$ cat src/pkg/ctm_consts.vh
// Constants for the clock timer block: offsets, fields, reset values and timing.
`ifndef CTM_CONSTS_VH
`define CTM_CONSTS_VH

// Register byte addresses; printed offsets are not all multiples of four, so each is an index.
`define CTM_IDX_CONTROL 16'hff78
`define CTM_IDX_COUNT_LOW 16'hff79
`define CTM_IDX_COUNT_HIGH 16'hff7a
`define CTM_IDX_IRQ_ENABLE 16'hffe6
`define CTM_IDX_IRQ_FLAGS 16'hfff6
`define CTM_ADDR_CONTROL 18'h3_fde0
`define CTM_ADDR_COUNT_LOW 18'h3_fde4
`define CTM_ADDR_COUNT_HIGH 18'h3_fde8
`define CTM_ADDR_IRQ_ENABLE 18'h3_ff98
`define CTM_ADDR_IRQ_FLAGS 18'h3_ffd8

// Control register fields.
`define CTM_BIT_RUN 0
`define CTM_BIT_CLEAR 1

// Reset values.
`define CTM_RST_COUNT 8'h00
`define CTM_RST_NIBBLE 4'h0

// Counter tap positions feeding the four interrupt sources: 16, 8, 2 and 1 Hz.
`define CTM_TAP_16HZ 3
`define CTM_TAP_8HZ 4
`define CTM_TAP_2HZ 6
`define CTM_TAP_1HZ 7

// High nibble hold window: longest time 1250 us, in ns, at 5 ns per cycle.
`define CTM_HOLD_MAX_NS 1250000
`define CTM_CLK_PERIOD_NS 5
`define CTM_HOLD_CYCLES (`CTM_HOLD_MAX_NS / `CTM_CLK_PERIOD_NS)

`endif

$ cat src/rtl/ctm_clock_timer.v
// Clock timer: 8-bit tap counter, high nibble hold, run/clear control, APB registers.
//
// Behaviour
// - Eight-bit up-counter advanced by prescaler tick.
// - Low and high nibbles expose the taps.
// - Both count nibbles are read-only.
// - Low read freezes high nibble until read.
// - Hold window bounded to the longest limit.
// - Reset clears all eight count bits.
// - Clear bit write one zeroes; reads zero.
// - Clear written with the run bit set keeps counting from zero.
// - Run bit starts/stops; readable; resets zero.
// - Stopped counter holds value until run or a clear write.
// - Four readable mask bits, reset zero.
// - Factor flag sets on tap falling edge.
// - Flags read status; write one clears.
// - Reset clears all four factor flags.
// - Upper control bits read as zero.
`timescale 1ns/10ps
`include "ctm_consts.vh"
module ctm_clock_timer #(
	parameter HOLD_CYCLES = `CTM_HOLD_CYCLES,
	parameter CW = 8
) (
	// Clock and reset.
	input wire clock,
	input wire reset,
	// Prescaler tick, one cycle per count step.
	input wire count_tick,
	// APB slave.
	input wire psel,
	input wire penable,
	input wire pwrite,
	input wire [17:0] paddr,
	input wire [31:0] pwdata,
	output wire pready,
	output reg [31:0] prdata,
	output wire pslverr,
	// Tap levels and interrupt request.
	output wire [7:0] count_tap_bits,
	output wire timer_irq
);

	////////////////////////////////////////////////////////////////////////////
	// Bus decode.

	reg [CW-1:0] count_ff;
	reg [CW-1:0] nxt_count;
	reg run_ff;
	reg [3:0] mask_ff;
	reg hold_ff;
	reg nxt_hold;
	reg [17:0] hold_cnt_ff;
	reg [17:0] nxt_hold_cnt;
	reg [3:0] pend_ff;
	reg [3:0] nxt_pend;
	reg [3:0] high_shown_ff;
	reg [3:0] nxt_high_shown;
	reg [31:0] nxt_rdata;
	wire access;
	wire wr;
	wire rd;
	wire sel_ctl;
	wire sel_lo;
	wire sel_hi;
	wire sel_en;
	wire sel_fl;
	wire mapped;
	wire [3:0] flags;
	wire [3:0] flag_clear;
	wire [3:0] taps;
	wire clear_req;
	wire low_carry;

	// Zero-wait slave: every access completes in its first access cycle.
	assign access = psel & penable;
	assign wr = access & pwrite;
	assign rd = access & ~pwrite;
	assign pready = 1'b1;
	assign sel_ctl = (paddr == `CTM_ADDR_CONTROL);
	assign sel_lo = (paddr == `CTM_ADDR_COUNT_LOW);
	assign sel_hi = (paddr == `CTM_ADDR_COUNT_HIGH);
	assign sel_en = (paddr == `CTM_ADDR_IRQ_ENABLE);
	assign sel_fl = (paddr == `CTM_ADDR_IRQ_FLAGS);
	assign mapped = sel_ctl | sel_lo | sel_hi | sel_en | sel_fl;
	assign pslverr = access & ~mapped;

	// Clear strobe and flag clear come only from writes.
	assign clear_req = wr & sel_ctl & pwdata[`CTM_BIT_CLEAR];
	assign flag_clear = (wr & sel_fl) ? pwdata[3:0] : 4'h0;

	////////////////////////////////////////////////////////////////////////////
	// Counter with high nibble hold.

	// Visible taps: the low nibble live, the high nibble as last shown.
	assign count_tap_bits = {high_shown_ff, count_ff[3:0]};
	assign low_carry = count_tick & run_ff & (count_ff[3:0] == 4'hf);

	// Next count, hold window and carries pending behind the hold.
	always @* begin
		nxt_count = count_ff;
		nxt_hold = hold_ff;
		nxt_hold_cnt = hold_cnt_ff;
		nxt_pend = pend_ff;
		nxt_high_shown = high_shown_ff;
		if (run_ff && count_tick) begin
			nxt_count = count_ff + {{(CW-1){1'b0}}, 1'b1};
		end
		if (hold_ff) begin
			if (low_carry) begin
				nxt_pend = pend_ff + 4'h1;
			end
			if ((rd && sel_hi) || hold_cnt_ff == 18'd0) begin
				nxt_hold = 1'b0;
			end else begin
				nxt_hold_cnt = hold_cnt_ff - 18'd1;
			end
		end else begin
			nxt_pend = 4'h0;
			nxt_high_shown = nxt_count[7:4];
		end
		if (rd && sel_lo && !hold_ff) begin
			nxt_hold = 1'b1;
			nxt_hold_cnt = HOLD_CYCLES[17:0] - 18'd1;
			nxt_high_shown = count_ff[7:4];
		end
		if (clear_req) begin
			nxt_count = `CTM_RST_COUNT;
			nxt_pend = 4'h0;
			nxt_hold = 1'b0;
			nxt_high_shown = `CTM_RST_NIBBLE;
		end
	end

	// Counter and control state.
	always @(posedge clock) begin
		if (reset) begin
			count_ff <= `CTM_RST_COUNT;
			high_shown_ff <= `CTM_RST_NIBBLE;
			hold_ff <= 1'b0;
			hold_cnt_ff <= 18'd0;
			pend_ff <= 4'h0;
			run_ff <= 1'b0;
			mask_ff <= `CTM_RST_NIBBLE;
		end else begin
			count_ff <= nxt_count;
			high_shown_ff <= nxt_high_shown;
			hold_ff <= nxt_hold;
			hold_cnt_ff <= nxt_hold_cnt;
			pend_ff <= nxt_pend;
			if (wr && sel_ctl) begin
				run_ff <= pwdata[`CTM_BIT_RUN];
			end
			if (wr && sel_en) begin
				mask_ff <= pwdata[3:0];
			end
		end
	end

	////////////////////////////////////////////////////////////////////////////
	// Interrupt factor flags.

	// Flags follow the true counter taps, not the held view.
	assign taps = {count_ff[`CTM_TAP_1HZ], count_ff[`CTM_TAP_2HZ],
		count_ff[`CTM_TAP_8HZ], count_ff[`CTM_TAP_16HZ]};

	ctm_edge_flags #(
		.N(4)
	) u_flags (
		.clock(clock),
		.reset(reset),
		.taps(taps),
		.clear_mask(flag_clear),
		.flags(flags)
	);

	// Level request while any enabled flag stands.
	assign timer_irq = |(flags & mask_ff);

	////////////////////////////////////////////////////////////////////////////
	// Read data.

	// Read mux; data register is loaded in the setup cycle so it is valid in access.
	always @* begin
		nxt_rdata = 32'h0000_0000;
		if (sel_ctl) begin
			nxt_rdata = {31'h0000_0000, run_ff};
		end else if (sel_lo) begin
			nxt_rdata = {28'h000_0000, count_ff[3:0]};
		end else if (sel_hi) begin
			nxt_rdata = {28'h000_0000, high_shown_ff};
		end else if (sel_en) begin
			nxt_rdata = {28'h000_0000, mask_ff};
		end else if (sel_fl) begin
			nxt_rdata = {28'h000_0000, flags};
		end
	end

	// Read data register captured in the setup phase.
	always @(posedge clock) begin
		if (reset) begin
			prdata <= 32'h0000_0000;
		end else if (psel && !penable) begin
			prdata <= nxt_rdata;
		end
	end

endmodule

$ cat src/rtl/ctm_edge_flags.v
// Falling-edge detect on the four interrupt taps with write-one-to-clear factor flags.
`timescale 1ns/10ps
module ctm_edge_flags #(
	parameter N = 4
) (
	// Clock and reset.
	input wire clock,
	input wire reset,
	// Tap levels and software clear.
	input wire [N-1:0] taps,
	input wire [N-1:0] clear_mask,
	// Flag state.
	output wire [N-1:0] flags
);

	reg [N-1:0] tap_prev_ff;
	reg [N-1:0] flag_ff;
	genvar i;

	assign flags = flag_ff;

	// Each flag sets on its falling tap edge; a set wins over a same-cycle clear.
	generate
		for (i = 0; i < N; i = i + 1) begin : g_flag
			always @(posedge clock) begin
				if (reset) begin
					tap_prev_ff[i] <= 1'b0;
					flag_ff[i] <= 1'b0;
				end else begin
					tap_prev_ff[i] <= taps[i];
					if (tap_prev_ff[i] && !taps[i]) begin
						flag_ff[i] <= 1'b1;
					end else if (clear_mask[i]) begin
						flag_ff[i] <= 1'b0;
					end
				end
			end
		end
	endgenerate

endmodule

$ cat config.mk
export PLATFORM = sky130hd
export DESIGN_NAME = ctm_clock_timer
export DESIGN_NICKNAME = d
export VERILOG_FILES = /design/src/rtl/ctm_clock_timer.v /design/src/rtl/ctm_edge_flags.v
export VERILOG_INCLUDE_DIRS = /design/src /design/src/pkg
export SDC_FILE = /design/constraint.sdc
export NUM_CORES = 1
export LEC_CHECK = 0
export BUFFER_PORTS_ARGS = -buffer_cell sky130_fd_sc_hd__buf_2
export CAP_MARGIN = 5
export CELL_PAD_IN_SITES_DETAIL_PLACEMENT = 1
export CELL_PAD_IN_SITES_GLOBAL_PLACEMENT = 2
export CORE_MARGIN = 2
export CORE_UTILIZATION = 25
export DETAILED_ROUTE_END_ITERATION = 16
export PLACE_DENSITY_LB_ADDON = 0.1
export RECOVER_POWER = 50
export SLEW_MARGIN = 20
export SYNTH_ARGS = -nofsm -noshare
export SYNTH_HDL_FRONTEND = slang
export SYNTH_SLANG_ARGS = --single-unit
$ cat constraint.sdc
create_clock -name clock -period 4.2 [get_ports clock]
set_clock_uncertainty 0.15 [all_clocks]
set_input_delay 0.84 -clock clock [delete_from_list [all_inputs] [get_ports clock]]
set_output_delay 0.84 -clock clock [all_outputs]
set_load 0.02 [all_outputs]
After elaboration in Yosys (flattened, before gate mapping)
Index checks and enable logic that the tools add are counted.
{ "word_totals": {"input_bits": 56, "register_bits": 76, "word_cells": 93, "out_inout_bits": 43} }
{ "op_classes": {"n_reduce_logical": 29, "mux": 23, "bitwise": 15, "addsub": 2, "eq_ne": 7} }
{ "ops": {"columns": ["op", "count"], "rows": [
  ["$eq 18x18->1 const B", 5],
  ["$mux 18", 3],
  ["$mux 4", 8],
  ["$logic_not 18->1", 1],
  ["$sub 18x1->18 const B", 1],
  ["$logic_and 1x1->1", 11],
  ["$mux 1", 11],
  ["$reduce_bool 2->1", 5],
  ["$add 8x1->8 const B", 1],
  ["$mux 8", 1],
  ["$and 1x1->1", 7],
  ["$logic_not 1->1", 6],
  ["$and 4x4->4", 1],
  ["$ne 2x1->1 const B", 2],
  ["$or 1x1->1", 4],
  ["$reduce_and 2->1", 2],
  ["$reduce_or 2->1", 2],
  ["$reduce_or 4->1", 1],
  ["$not 1->1", 3],
  ["$logic_or 1x1->1", 1]
]} }

Depth between registers and ports, before layout
{ "depth": {"depth_word": 7, "depth_mapped": 8, "ltp_nobuf": 7} }

Hierarchy
Synthesis repeated with hierarchy kept, for this count alone.
{ "hier_totals": {"hier_cells": 329, "hier_area_um2": 2785.2} }
{ "modules_own_cells": {"columns": ["mod", "instances", "area_per_inst_um2", "seq_area_each_um2", "cells_each"], "rows": [
  ["ctm_clock_timer", 1, 2522.4, 800.8, 305],
  ["ctm_edge_flags", 1, 262.8, 160.2, 24]
]} }

Least setup slack after synthesis
OpenSTA, ideal clock, no wires.
{ "synth_timing": {"kind": "input -> output", "startpoint": "input port paddr[13]", "endpoint": "output port pslverr", "t_arrival_ns": 2.016, "slack_ns": 1.194, "path_stages": 5, "required_ns": 3.210, "path_buffers": 1, "cell_sequence": "and4b_1 -> and3_1 -> clkbuf_1 -> and2_1 -> nor3_1"} }
{ "synth_between": {"elab_chain_cells": 7, "elab_cells_between_ends": 11, "cone_classes": "eq/ne: 5; bitwise: 6"} }
{ "synth_lines": {"columns": ["element", "line_no", "source"], "rows": [
  ["start: declaration", "ctm_clock_timer.v:34", "input wire [17:0] paddr,"],
  ["$eq 18x18->1 (no source line)", null, null],
  ["$or 1x1->1 (3 in series)", "ctm_clock_timer.v:85", "assign mapped = sel_ctl | sel_lo | sel_hi | sel_en | sel_fl;"],
  ["$or 1x1->1 (*)", "ctm_clock_timer.v:85", null],
  ["$not 1->1 (*)", "ctm_clock_timer.v:86", "assign pslverr = access & ~mapped;"],
  ["$and 1x1->1 (*)", "ctm_clock_timer.v:86", null],
  ["end: declaration", "ctm_clock_timer.v:38", "output wire pslverr,"]
]} }
Mark *: on every way between the ends. The rest lies on a longest branch, timed or not.

Final worst setup path
{ "layout_timing": {"startpoint": "input port paddr[6]", "endpoint": "output port pslverr"} }
The elaborated chain is that of the path after synthesis.

==> flow_summary.json <==
{
  "status": "finished, violations left",
  "violations": "capacitance limit, slew limit",
  "fmax_mhz": 315,
  "cp.arrival_ps": 2180,
  "yosys-top-cells-count": "48 x dfxtp_1, 36 x buf_4, 24 x nor2_1, 15 x a21oi_1, 13 x o21ai_0",
  "hold_buffers": 0,
  "max_cap_violations": 1,
  "worst_setup_path_end_kind": "primary output",
  "die_x_um": 108,
  "synth_seq_area_share_pct": 35.3,
  "worst_pin_slew_ps": 1520,
  "clk_pin_slew_worst_paths_ps": 100,
  "numClockSinks": 48,
  "cp_slowest_cell": "and4bb_1",
  "row_count": 38,
  "gr-usage-met2_pct": 20.5,
  "dp_worst_setup_slack_ps": 1150,
  "dieArea_sq_um": 11700,
  "synth_cell_types": 48,
  "htree_levels": 2,
  "synth_edf_count": 0,
  "slew_headroom_pct": -1.54,
  "final_antenna_net_count": 0,
  "clockBufferDepth": 2,
  "wire_per_inst_um": 15.4,
  "grt.busiest_layer": "met2",
  "seqPwrFrac_pct": 55.7,
  "fin_nets": 407,
  "grt_pass1_vias": 2298,
  "synthFlopType": "dfxtp_1",
  "yosys_warnings": 0,
  "ys_top_cells_by_area": "dfxtp_1 35%, buf_4 9.9%, mux2i_1 3.7%",
  "switching_share_pct": 26.2,
  "wl_mm": 7.53,
  "combPwrFrac_pct": 8.3,
  "cp_top_family": "simple AND/OR/NAND/NOR gates",
  "numPortBuffers": 41,
  "setup_slack_ps": 1030,
  "yosysMostFrequentCell": "dfxtp_1",
  "ys_ff_latch": 48,
  "crit_path_max_fanout": 7,
  "synthCells": 319,
  "synth_top_cell_area_share_pct": 35.3,
  "syn_area_sq_um": 2720,
  "drt-initial-drc-count": 45,
  "dp_hpwl_mm": 5.55,
  "grtUsageMet3_pct": 2.83,
  "core_sq_um": 10700,
  "start_util_pct": 25.3,
  "timing.hold.ws_ps": 334,
  "clock_power_share_pct": 36.0,
  "rsz0062_at_grt": "no",
  "met1_usage_pct": 19.8,
  "period_minus_slack_ps": 3170,
  "async_reset_ff_share_pct": 0,
  "drt-pass1-iter-count": 4,
  "ctsResizeCount": 0,
  "p_switching_w": 0.000215,
  "setup_viol": 0,
  "p_leak_nw": 1.12,
  "yosys.area.top_type": "dfxtp_1",
  "final_hold_viol_count": 0,
  "grt_pass1_wl_mm": 12.4,
  "grtUsageTotal_pct": 13.5,
  "cts_tree": "built",
  "drive_above_1_share_pct": 13.7,
  "finalMaxSlewViolations": 31,
  "syn_area_per_cell_sq_um": 8.54,
  "drc": 0,
  "gp_congestion": 0.744,
  "hold_class": "reg2reg",
  "insertion_delay_ps": 300,
  "utilization_pct": 27.8,
  "ios": 99,
  "die_h_um": 108,
  "cp.required_ps": 3210,
  "grt_max_degree": 33,
  "path_class": "in2out",
  "areaGrowthSynthToFinish_pct": 9.65,
  "path_cells": "clkbuf_1 > and4bb_1 > nand4_1 > a21oi_1 > nor3_1 > buf_2",
  "p_int_w": 0.000604,
  "ctsRootBufferMaster": "clkbuf_8",
  "antenna_found_initial": 0,
  "post_cts_buffers": 0,
  "setup_tns_ps": 0,
  "period_share_pct": 75.6,
  "slowest_delay_ps": 330,
  "cp-start-kind": "primary input",
  "cp_num_buf_inv": 2,
  "finalPower_w": 0.000819,
  "powerDensity_nw_per_um2": 274,
  "vias": 2323,
  "n_antenna_cell": 0,
  "vdd_drop_max_uv": 130,
  "numCtsBuffers": 5,
  "overflow": 0,
  "viasPerCell": 4.74
}
==> power groups by stage <==
stage	Combinational, W	Sequential, W	Clock (W)
floorplan	0.0000634	0.000468	0
global placement	0.0000687	0.000467	0
detailed placement	0.0000689	0.000467	0
CTS	0.0000690	0.000456	0.000309
global route	0.0000753	0.000457	0.000327
finish	0.0000677	0.000456	0.000295
==> per-stage QoR <==
step                cells  area, sq um
CTS                   490         3010
floorplan             346         2830
detailed placement    482         2910
global route          490         2990
global placement      482         2910
finish                490         2990
==> worst reg2reg max path: stages, from the launching register on <==
cell and delay, ps:
dfxtp_1 360, or4_1 590, or4_4 490, nor2_1 580, or2_2 240, a211oi_1 60
==> state kept, by name, indices dropped and copies added, names as in the netlist <==
register and flops:
count_ff 8, u_flags.tap_prev_ff 4, prdata 4, run_ff 1
u_flags.flags 4, hold_ff 1, high_shown_ff 4, mask_ff 4
hold_cnt_ff 18
==> area by class of cell <==
class | instances | area (sq um)
fill | 1322 | 7760
multi-input combinational | 243 | 1530
sequential | 48 | 961
timing repair buffer | 42 | 193
tap | 140 | 175
clock buffer | 6 | 82.6
inverter | 9 | 33.8
clock inverter | 2 | 10.0
==> per-layer routing <==
layer	part of all wire [%]	wire, um
met3	4.1	305
met5	0	0
met1	52	3880
met2	44	3290
met4	0.73	55
==> worst paths after layout <==
kind                                              from               end  slack, ps  cells past startpoint
worst max-delay path                          paddr[6]           pslverr       1030                      6
worst min-delay path            u_flags.tap_prev_ff[0]  u_flags.flags[0]        330                      2
worst max register to register         hold_cnt_ff[11]    hold_cnt_ff[1]       1540                      5
worst min register to register  u_flags.tap_prev_ff[0]  u_flags.flags[0]        330                      2
==> placed cells by master (no fill, tap or decap), types with 3 or more instances in the layout <==
| cell | count |
|---|---|
| nand2_1 | 11 |
| dfxtp_1 | 48 |
| nor2_1 | 24 |
| buf_2 | 25 |
| o31ai_1 | 8 |
| a22oi_1 | 5 |
| a21o_1 | 3 |
| clkbuf_1 | 16 |
| mux2_2 | 4 |
| nor2b_1 | 7 |
| xor2_1 | 4 |
| o21ai_0 | 13 |
| mux2i_1 | 10 |
| nor4_1 | 5 |
| a21oi_1 | 15 |
| and2_1 | 3 |
| nand2b_1 | 12 |
| inv_1 | 9 |
| xnor2_1 | 4 |
| nand4_1 | 7 |
| clkbuf_8 | 6 |
| a211oi_1 | 7 |
| conb_1 | 29 |
| nand3_1 | 4 |
| a31oi_1 | 11 |
| and4b_1 | 3 |
| or4_1 | 11 |
| or3_1 | 9 |
| nor3_1 | 5 |
| or2_2 | 5 |
==> kinds of logic after synthesis <==
| kind of cell | after synthesis | share of synthesized area (%) |
|---|---|---|
| fa+ha+maj | 2 | 0.919 |
| compound gates | 71 | 16.8 |
| flops | 48 | 35.3 |
| other cells | 2 | 0.276 |
| xor+xnor | 8 | 2.57 |
| simple gates | 119 | 26.2 |
| buf+inv | 55 | 12.6 |
| mux | 14 | 5.33 |
No activity file was read; power rests on OpenSTA's default activity.
